$ cat src/hw/acir_pkg.sv
// Behaviour
// RULE1 - Done flag sets on every conversion end
// RULE2 - Only software clears the done flag
// RULE3 - Flag and enable sit in peripheral registers
// RULE4 - Conversion interrupt works awake and wakes sleep
// RULE5 - Sleep conversion only with dedicated RC clock
// RULE6 - Wake resumes at instruction after sleep
// RULE7 - Both enables set on wake vector to handler
// RULE8 - Format bit selects left or right justification
// RULE9 - Full acquisition before conversion after channel change
// RULE10 - Fixed bit placement for both formats, zeros elsewhere
// RULE11 - Request is flag AND enable, vectoring gated
package acir_pkg;

   // ****************************************
   // Register map
   // ****************************************
   localparam logic [7:0] CONV_CONTROL_1_OFS     = 8'h00;
   localparam logic [7:0] IRQ_CONTROL_OFS        = 8'h04;
   localparam logic [7:0] PERIPH_IRQ_FLAGS_1_OFS = 8'h08;
   localparam logic [7:0] PERIPH_IRQ_ENABLES_1_OFS = 8'h0C;
   localparam logic [7:0] FLAG_CLEAR_OFS         = 8'h10;
   localparam logic [7:0] RESULT_HIGH_OFS        = 8'h14;
   localparam logic [7:0] RESULT_LOW_OFS         = 8'h18;
   localparam logic [7:0] CONV_STATUS_OFS        = 8'h1C;

   // ****************************************
   // Field positions
   // ****************************************
   localparam int GO_BIT            = 0;
   localparam int RC_SELECT_BIT     = 1;
   localparam int CHANNEL_LSB       = 2;
   localparam int CHANNEL_W         = 3;
   localparam int FORMAT_BIT        = 7;
   localparam int GLOBAL_EN_BIT     = 7;
   localparam int PERIPH_EN_BIT     = 6;
   localparam int CONV_DONE_BIT     = 6;
   localparam int STAT_BUSY_BIT     = 0;
   localparam int STAT_ACQ_BIT      = 1;
   localparam int STAT_ASLEEP_BIT   = 2;
   localparam int RESULT_W          = 10;

   // ****************************************
   // Reset values
   // ****************************************
   localparam logic [7:0] CONV_CONTROL_1_RST = 8'h00;
   localparam logic [7:0] IRQ_CONTROL_RST    = 8'h00;
   localparam logic [7:0] ENABLES_1_RST      = 8'h00;
   localparam logic [9:0] RESULT_RST         = 10'h000;

   // ****************************************
   // Timing
   // ****************************************
   localparam int CLK_PERIOD_PS  = 25000;
   localparam int ACQ_TIME_PS    = 4970000;
   localparam int ACQ_CYCLES     = (ACQ_TIME_PS + CLK_PERIOD_PS - 1) / CLK_PERIOD_PS;
   localparam int SYS_DIV_CYCLES = 32;
   localparam int CONV_TICKS     = 11;
   localparam logic [7:0] ACQ_LAST  = 8'(ACQ_CYCLES - 1);
   localparam logic [4:0] DIV_LAST  = 5'(SYS_DIV_CYCLES - 1);
   localparam logic [3:0] CONV_LAST = 4'(CONV_TICKS - 1);

   // ****************************************
   // Types
   // ****************************************
   typedef enum logic [1:0] {
      ACIR_IDLE = 2'b00,
      ACIR_CONV = 2'b01,
      ACIR_DONE = 2'b11
   } acir_state_t;

   typedef struct packed {
      logic       valid;
      logic       write;
      logic [7:0] addr;
   } acir_aphase_t;

   typedef struct packed {
      logic [7:0] high;
      logic [7:0] low;
   } acir_result_t;

endpackage : acir_pkg

$ cat src/hw/acir_top.sv
`timescale 1ns/1ps
module acir_top (
   input  wire logic        hclk,
   input  wire logic        hresetn,
   input  wire logic        hsel,
   input  wire logic [31:0] haddr,
   input  wire logic [1:0]  htrans,
   input  wire logic        hwrite,
   input  wire logic [2:0]  hsize,
   input  wire logic [31:0] hwdata,
   input  wire logic        hready,
   output logic      [31:0] hrdata,
   output logic             hreadyout,
   output logic             hresp,
   input  wire logic        sleep_in,
   input  wire logic        rc_clock_tick,
   input  wire logic [9:0]  sample_in,
   output logic             irq_req,
   output logic             irq_vector,
   output logic             wake_pulse,
   output logic             resume_next,
   output logic             hold_capacitor,
   output logic             irq_out
);

   // ****************************************
   // Declarations
   // ****************************************
   acir_pkg::acir_aphase_t aph_reg;
   acir_pkg::acir_state_t  state_reg;
   acir_pkg::acir_result_t result_fmt;
   logic [7:0]  conv_control_1_reg;
   logic [7:0]  irq_control_reg;
   logic [7:0]  periph_irq_enables_1_reg;
   logic        conv_done_flag_reg;
   logic [9:0]  result_reg;
   logic [7:0]  acq_cnt_reg;
   logic        acq_done_reg;
   logic [4:0]  div_cnt_reg;
   logic        sys_tick_reg;
   logic [3:0]  conv_cnt_reg;
   logic        rc_meta_reg;
   logic        rc_sync_reg;
   logic        rc_prev_reg;
   logic [9:0]  sample_meta_reg;
   logic [9:0]  sample_sync_reg;
   logic        asleep_reg;
   logic        wr_en;
   logic        rd_take;
   logic        conv_tick;
   logic        conv_end;
   logic        start_go;
   logic        chan_change;
   logic        clear_done;
   logic        flag_and_en;
   logic [31:0] rd_data;
   logic [7:0]  wbyte;

   // ****************************************
   // Bus slave
   // ****************************************
   assign rd_take = hsel & hready & htrans[1];
   assign wr_en   = aph_reg.valid & aph_reg.write;
   assign wbyte   = hwdata[7:0];

   always_ff @(posedge hclk or negedge hresetn) begin
      if (!hresetn) begin
         aph_reg <= '0;
      end else if (hready) begin
         aph_reg.valid <= rd_take;
         aph_reg.write <= hwrite;
         aph_reg.addr  <= haddr[7:0];
      end
   end

   always_ff @(posedge hclk or negedge hresetn) begin
      if (!hresetn) begin
         hreadyout <= 1'b0;
         hresp     <= 1'b0;
      end else begin
         hreadyout <= 1'b1;
         hresp     <= 1'b0;
      end
   end

   always_comb begin
      rd_data = 32'h0000_0000;
      case (haddr[7:0])
         acir_pkg::CONV_CONTROL_1_OFS: begin
            rd_data[7:0] = conv_control_1_reg;
         end
         acir_pkg::IRQ_CONTROL_OFS: begin
            rd_data[7:0] = irq_control_reg;
         end
         acir_pkg::PERIPH_IRQ_FLAGS_1_OFS: begin
            rd_data[acir_pkg::CONV_DONE_BIT] = conv_done_flag_reg; // RULE3
         end
         acir_pkg::PERIPH_IRQ_ENABLES_1_OFS: begin
            rd_data[7:0] = periph_irq_enables_1_reg;
         end
         acir_pkg::RESULT_HIGH_OFS: begin
            rd_data[7:0] = result_fmt.high;
         end
         acir_pkg::RESULT_LOW_OFS: begin
            rd_data[7:0] = result_fmt.low;
         end
         acir_pkg::CONV_STATUS_OFS: begin
            rd_data[acir_pkg::STAT_BUSY_BIT]   = (state_reg == acir_pkg::ACIR_CONV);
            rd_data[acir_pkg::STAT_ACQ_BIT]    = acq_done_reg;
            rd_data[acir_pkg::STAT_ASLEEP_BIT] = asleep_reg;
         end
         default: begin
            rd_data = 32'h0000_0000;
         end
      endcase
   end

   // Read data captured in address phase, shown in data phase
   always_ff @(posedge hclk or negedge hresetn) begin
      if (!hresetn) begin
         hrdata <= 32'h0000_0000;
      end else if (rd_take && !hwrite) begin
         hrdata <= rd_data;
      end
   end

   // ****************************************
   // Control registers
   // ****************************************
   assign start_go    = wr_en && aph_reg.addr == acir_pkg::CONV_CONTROL_1_OFS && wbyte[acir_pkg::GO_BIT];
   assign chan_change = wr_en && aph_reg.addr == acir_pkg::CONV_CONTROL_1_OFS
                        && wbyte[acir_pkg::CHANNEL_LSB +: acir_pkg::CHANNEL_W]
                           != conv_control_1_reg[acir_pkg::CHANNEL_LSB +: acir_pkg::CHANNEL_W];
   assign clear_done  = wr_en && aph_reg.addr == acir_pkg::FLAG_CLEAR_OFS && wbyte[acir_pkg::CONV_DONE_BIT];

   always_ff @(posedge hclk or negedge hresetn) begin
      if (!hresetn) begin
         conv_control_1_reg <= acir_pkg::CONV_CONTROL_1_RST;
      end else if (wr_en && aph_reg.addr == acir_pkg::CONV_CONTROL_1_OFS) begin
         conv_control_1_reg <= {wbyte[7:1], conv_control_1_reg[acir_pkg::GO_BIT] | start_go};
      end else if (conv_end || (state_reg == acir_pkg::ACIR_IDLE && conv_control_1_reg[acir_pkg::GO_BIT]
                                && !start_ok())) begin
         conv_control_1_reg[acir_pkg::GO_BIT] <= conv_end ? 1'b0 : conv_control_1_reg[acir_pkg::GO_BIT];
      end
   end

   always_ff @(posedge hclk or negedge hresetn) begin
      if (!hresetn) begin
         irq_control_reg <= acir_pkg::IRQ_CONTROL_RST;
      end else if (wr_en && aph_reg.addr == acir_pkg::IRQ_CONTROL_OFS) begin
         irq_control_reg <= wbyte & 8'hC0;
      end
   end

   always_ff @(posedge hclk or negedge hresetn) begin
      if (!hresetn) begin
         periph_irq_enables_1_reg <= acir_pkg::ENABLES_1_RST;
      end else if (wr_en && aph_reg.addr == acir_pkg::PERIPH_IRQ_ENABLES_1_OFS) begin
         periph_irq_enables_1_reg <= wbyte & 8'h40; // RULE3
      end
   end

   // ****************************************
   // Acquisition timer
   // ****************************************
   always_ff @(posedge hclk or negedge hresetn) begin
      if (!hresetn) begin
         acq_cnt_reg  <= 8'h00;
         acq_done_reg <= 1'b0;
      end else if (chan_change || conv_end) begin
         acq_cnt_reg  <= 8'h00;
         acq_done_reg <= 1'b0;
      end else if (!acq_done_reg) begin
         acq_cnt_reg  <= acq_cnt_reg + 8'h01;
         acq_done_reg <= (acq_cnt_reg == acir_pkg::ACQ_LAST); // RULE9
      end
   end

   always_ff @(posedge hclk or negedge hresetn) begin
      if (!hresetn) begin
         hold_capacitor <= 1'b1;
      end else begin
         hold_capacitor <= (state_reg != acir_pkg::ACIR_CONV);
      end
   end

   // ****************************************
   // Conversion clock sources
   // ****************************************
   always_ff @(posedge hclk or negedge hresetn) begin
      if (!hresetn) begin
         rc_meta_reg     <= 1'b0;
         rc_sync_reg     <= 1'b0;
         rc_prev_reg     <= 1'b0;
         sample_meta_reg <= 10'h000;
         sample_sync_reg <= 10'h000;
      end else begin
         rc_meta_reg     <= rc_clock_tick;
         rc_sync_reg     <= rc_meta_reg;
         rc_prev_reg     <= rc_sync_reg;
         sample_meta_reg <= sample_in;
         sample_sync_reg <= sample_meta_reg;
      end
   end

   // System divider halts while asleep
   always_ff @(posedge hclk or negedge hresetn) begin
      if (!hresetn) begin
         div_cnt_reg  <= 5'h00;
         sys_tick_reg <= 1'b0;
      end else if (asleep_reg) begin
         div_cnt_reg  <= 5'h00;
         sys_tick_reg <= 1'b0;
      end else begin
         div_cnt_reg  <= (div_cnt_reg == acir_pkg::DIV_LAST) ? 5'h00 : div_cnt_reg + 5'h01;
         sys_tick_reg <= (div_cnt_reg == acir_pkg::DIV_LAST);
      end
   end

   assign conv_tick = conv_control_1_reg[acir_pkg::RC_SELECT_BIT] ? (rc_sync_reg & ~rc_prev_reg)
                                                                  : sys_tick_reg; // RULE5

   function automatic logic start_ok();
      start_ok = acq_done_reg && (!asleep_reg || conv_control_1_reg[acir_pkg::RC_SELECT_BIT]); // RULE5
   endfunction : start_ok

   // ****************************************
   // Conversion sequencer
   // ****************************************
   assign conv_end = (state_reg == acir_pkg::ACIR_CONV) && conv_tick && (conv_cnt_reg == acir_pkg::CONV_LAST);

   always_ff @(posedge hclk or negedge hresetn) begin
      if (!hresetn) begin
         state_reg    <= acir_pkg::ACIR_IDLE;
         conv_cnt_reg <= 4'h0;
      end else begin
         case (state_reg)
            acir_pkg::ACIR_IDLE: begin
               conv_cnt_reg <= 4'h0;
               if (conv_control_1_reg[acir_pkg::GO_BIT] && start_ok()) begin
                  state_reg <= acir_pkg::ACIR_CONV;
               end
            end
            acir_pkg::ACIR_CONV: begin
               if (asleep_reg && !conv_control_1_reg[acir_pkg::RC_SELECT_BIT]) begin
                  state_reg <= acir_pkg::ACIR_IDLE; // RULE5
               end else if (conv_end) begin
                  state_reg <= acir_pkg::ACIR_DONE;
               end else if (conv_tick) begin
                  conv_cnt_reg <= conv_cnt_reg + 4'h1;
               end
            end
            acir_pkg::ACIR_DONE: begin
               state_reg <= acir_pkg::ACIR_IDLE;
            end
            default: begin
               state_reg <= acir_pkg::ACIR_IDLE;
            end
         endcase
      end
   end

   always_ff @(posedge hclk or negedge hresetn) begin
      if (!hresetn) begin
         result_reg <= acir_pkg::RESULT_RST;
      end else if (conv_end) begin
         result_reg <= sample_sync_reg;
      end
   end

   always_comb begin
      if (conv_control_1_reg[acir_pkg::FORMAT_BIT]) begin // RULE8
         result_fmt.high = {6'h00, result_reg[9:8]}; // RULE10
         result_fmt.low  = result_reg[7:0];
      end else begin
         result_fmt.high = result_reg[9:2]; // RULE10
         result_fmt.low  = {result_reg[1:0], 6'h00};
      end
   end

   // ****************************************
   // Completion flag and interrupt
   // ****************************************
   // Set wins over a clear in the same cycle
   always_ff @(posedge hclk or negedge hresetn) begin
      if (!hresetn) begin
         conv_done_flag_reg <= 1'b0;
      end else if (conv_end) begin
         conv_done_flag_reg <= 1'b1; // RULE1
      end else if (clear_done) begin
         conv_done_flag_reg <= 1'b0; // RULE2
      end
   end

   assign flag_and_en = conv_done_flag_reg & periph_irq_enables_1_reg[acir_pkg::CONV_DONE_BIT]; // RULE11

   always_ff @(posedge hclk or negedge hresetn) begin
      if (!hresetn) begin
         irq_req    <= 1'b0;
         irq_vector <= 1'b0;
         irq_out    <= 1'b0;
      end else begin
         irq_req    <= flag_and_en; // RULE3
         irq_out    <= flag_and_en; // RULE4
         irq_vector <= flag_and_en & irq_control_reg[acir_pkg::GLOBAL_EN_BIT]
                       & irq_control_reg[acir_pkg::PERIPH_EN_BIT]; // RULE7 RULE11
      end
   end

   // ****************************************
   // Sleep and wake
   // ****************************************
   always_ff @(posedge hclk or negedge hresetn) begin
      if (!hresetn) begin
         asleep_reg  <= 1'b0;
         wake_pulse  <= 1'b0;
         resume_next <= 1'b0;
      end else begin
         wake_pulse  <= 1'b0;
         resume_next <= 1'b0;
         if (asleep_reg && flag_and_en) begin
            asleep_reg  <= 1'b0;
            wake_pulse  <= 1'b1; // RULE4
            resume_next <= 1'b1; // RULE6
         end else if (sleep_in && !asleep_reg && !wake_pulse) begin
            asleep_reg <= 1'b1;
         end
      end
   end

   // Vectoring after the post-sleep instruction follows irq_vector
   // RULE7

endmodule : acir_top

$ cat config.mk
export PLATFORM = sky130hd
export DESIGN_NAME = acir_top
export DESIGN_NICKNAME = d
export VERILOG_FILES = /design/src/hw/acir_pkg.sv /design/src/hw/acir_top.sv
export SDC_FILE = /design/constraint.sdc
export NUM_CORES = 1
export LEC_CHECK = 0
export CORE_UTILIZATION = 57
export DETAILED_ROUTE_END_ITERATION = 6
export DONT_BUFFER_PORTS = 1
export GPL_TIMING_DRIVEN = 0
export PLACE_DENSITY = 0.83
export SLEW_MARGIN = 10
export SYNTH_ARGS = -nofsm -noshare
export SYNTH_HDL_FRONTEND = slang
export SYNTH_SLANG_ARGS = --single-unit
export TNS_END_PERCENT = 20
$ cat constraint.sdc
create_clock -name hclk -period 1.8 [get_ports hclk]
set_clock_uncertainty 0.05 [all_clocks]
set_input_delay 0.18 -clock hclk [delete_from_list [all_inputs] [get_ports hclk]]
set_output_delay 0.18 -clock hclk [all_outputs]
set_load 0.1 [all_outputs]
==> flow_summary.json <==
{
  "run_status": "complete, but fails checks",
  "violations": "hold timing, setup timing",
  "pwr_density_cell_mw_per_mm2": 900,
  "critPathKind": "flop to flop",
  "r2r-start": "aph_reg[7]$_DFFE_PN0P_",
  "die_w_um": 87.5,
  "fin_ws_ns": -0.00613,
  "synth-async-reset-ratio_pct": 100,
  "n_fill_cell": 458,
  "firstDrtPassIters": 5,
  "route.detailed.drc": 0,
  "area_delta_synth_final_pct": 18.9,
  "ys_types": 63,
  "finalCriticalPeriod_ns": 1.81,
  "seq_area_frac_synth_pct": 54.0,
  "cts_root_buf": "clkbuf_8",
  "crit_slowest_cell": "dfrtp_1",
  "synthFlopType": "dfrtp_1",
  "p_total_w": 0.00447,
  "tightest_slew_ns": 0.941,
  "netlist_instances": 343,
  "cap_violations": 0,
  "reg2reg_to": "irq_control_reg[6]$_DFFE_PN0P_",
  "synthTopCellsByArea": "dfrtp_1, mux2_2, buf_4",
  "setup.worst_path.start": "aph_reg[7]$_DFFE_PN0P_",
  "required_ns": 2.01,
  "fp-row-count": 30,
  "dpl.hpwl_mm": 5.46,
  "routabilityCongestion": 0.845,
  "wl_per_cell_um": 17.4,
  "fmax_ghz": 0.554,
  "timing_hold_violations_final": 90,
  "yosys_warnings": 0,
  "ys_seq_elements": 90,
  "r2r_cells": 4,
  "slew_headroom_pct": 37.3,
  "die_y_um": 87.5,
  "clock_latency_ns": 0.37,
  "crit_arrival_ns": 2.02,
  "nNetsFinal": 503,
  "cts_buffers": 9,
  "avgSynthCellArea_um2": 12.2,
  "r2r_setup_slack_ns": -0.006,
  "start_util_pct": 60.1,
  "holdBufCountCts": 29,
  "cp-start-kind": "flop",
  "grt_max_degree": 91,
  "yosysTopAreaCell": "dfrtp_1",
  "ir_drop_v": 0.000784,
  "rsz0062_at_grt": "yes",
  "crit_chain": "nor4b_4 > nand2_2 > nor4_4 > mux2_2",
  "synth_edf_count": 0,
  "setup_violations": 1,
  "antenna_cells": 0,
  "whs_ns": -0.561,
  "final_layout_size_suffix_gt1_share_pct": 25.7,
  "hold_class": "input pin to async pin",
  "cts_tree": "yes",
  "synth_top_area_share_pct": 53.4,
  "h-tree-depth": 3,
  "io_pins": 126,
  "grt_pass1_wl_mm": 13.8,
  "netlist_area_mm2": 0.00417,
  "antenna_found_initial": 0,
  "synth.most_common_cell": "dfrtp_1",
  "cp_max_fo": 3,
  "clkTransAtPathRegs_ns": 0.10,
  "dieArea_mm2": 0.00766,
  "core_area_mm2": 0.00694,
  "gr-total-overflow": 0,
  "max_stage_delay_ns": 0.42,
  "fin_crit_sh_pct": 100,
  "via_per_inst": 5.53,
  "worstSetupEndpointType": "flop",
  "slew_viol_final": 0,
  "synth_commonest_cells": "dfrtp_1, buf_4, mux2_2",
  "grt_pass1_vias": 2825,
  "portBuffers": 0,
  "grt_usage_pct": 23.8,
  "p_leak_nw": 2.29,
  "drt_wl_total_mm": 8.91,
  "vias": 2830,
  "drt_iter0_drc": 256,
  "postRouteAntennaNets": 0,
  "clock_sinks": 90,
  "crit_end": "irq_control_reg[6]$_DFFE_PN0P_",
  "clock_path_buffers": 2
}
layout by cell type (no fill, tap or decap), drive strengths merged, types with 6 or more instances in the layout:
cell type,n
a22o,8
xor2,10
mux2,31
and3,6
nand3,9
o21ai,11
nor3,9
buf,38
clkbuf,13
dlygate4sd3,29
a21oi,9
nor2b,7
inv,10
nand2,17
nor2,19
conb,26
nand2b,6
dfrtp,89
ha,6
worst min path at each step:
| stage | startpoint | endpoint | depth (start not counted) |
|---|---|---|---|
| 2_1_floorplan | hresetn | acq_cnt_reg[0]$_DFFE_PN0P_ | 0 |
| 3_3_place_gp | hresetn | div_cnt_reg[2]$_DFF_PN0_ | 0 |
| 3_5_place_dp | hresetn | div_cnt_reg[1]$_DFF_PN0_ | 0 |
| 4_1_cts | hresetn | hrdata[7]$_DFFE_PN0P_ | 0 |
| 5_1_grt | hresetn | div_cnt_reg[1]$_DFF_PN0_ | 0 |
| 6_report | hresetn | div_cnt_reg[1]$_DFF_PN0_ | 0 |
stage by stage:
stage               util (%)  setup slack, ns  TNS [ns]  cell area (um2)  cells
finish                  71.4         -0.00613  -0.00613             4960    512
global route            71.4          -0.0563    -0.123             4960    512
CTS                     70.4          -0.0402   -0.0920             4890    508
detailed placement      63.1           -0.127     -1.17             4380    463
global placement        63.1           -0.142     -1.28             4380    463
floorplan                  -           0.0757         0             4260    367
layout make-up:
type,count,area [um2],area share [%]
multi-input cells,232,1760,35.5
plain buffers,39,282,5.68
flip-flops and latches,90,2260,45.5
inverters,7,26.3,0.530
well taps,96,120,2.42
repair buffers,32,325,6.56
clock buffers,9,124,2.50
clock inverters,7,62.6,1.26
routing by layer:
metal / vias up / part of all wire (%) / wire length [um] / global-route usage (%)
li1: 1302 / - / - / -
met1: 1416 / 40 / 3580 / 30.3
met2: 104 / 52 / 4660 / 39.8
met3: 8 / 6.9 / 615 / 7.54
met4: 0 / 0.64 / 57 / 5.96
met5: - / 0 / 0 / 0
power breakdown:
group,leakage (nW),internal [W],switching [W]
Sequential,1.12,0.00217,0.000238
Clock,0.0859,0.000527,0.000787
Combinational,1.08,0.000275,0.000467
Total,2.29,0.00297,0.00149
cells by family after synthesis:
kind of cell             count (synthesis)  synth area share, %
AND/OR/NAND/NOR                        100                 14.9
flip-flops                              90                 54.0
AO/OA/AOI/OAI                           52                 9.54
buffers and inverters                   46                 7.11
multiplexers                            34                 9.72
XOR/XNOR                                13                 2.73
adder cells (fa/ha/maj)                  6                 1.80
other                                    2                0.180
timing repair:
action / CTS / global route
gates resized for setup: 8 / 7
gates cloned: 0 / 1
pin swaps: 1 / 2
endpoints found under the setup margin: 12 / 20
buffers inserted: 0 / 3
hold endpoints to repair: 120 / 90
critical path: cells and delay by family, from the launching register on:
| kind | cells | cell delay [ns] |
|---|---|---|
| mux | 1 | 0.38 |
| flops | 1 | 0.42 |
| simple gates | 3 | 0.83 |
Note: power is estimated with default switching activity, not from simulation.
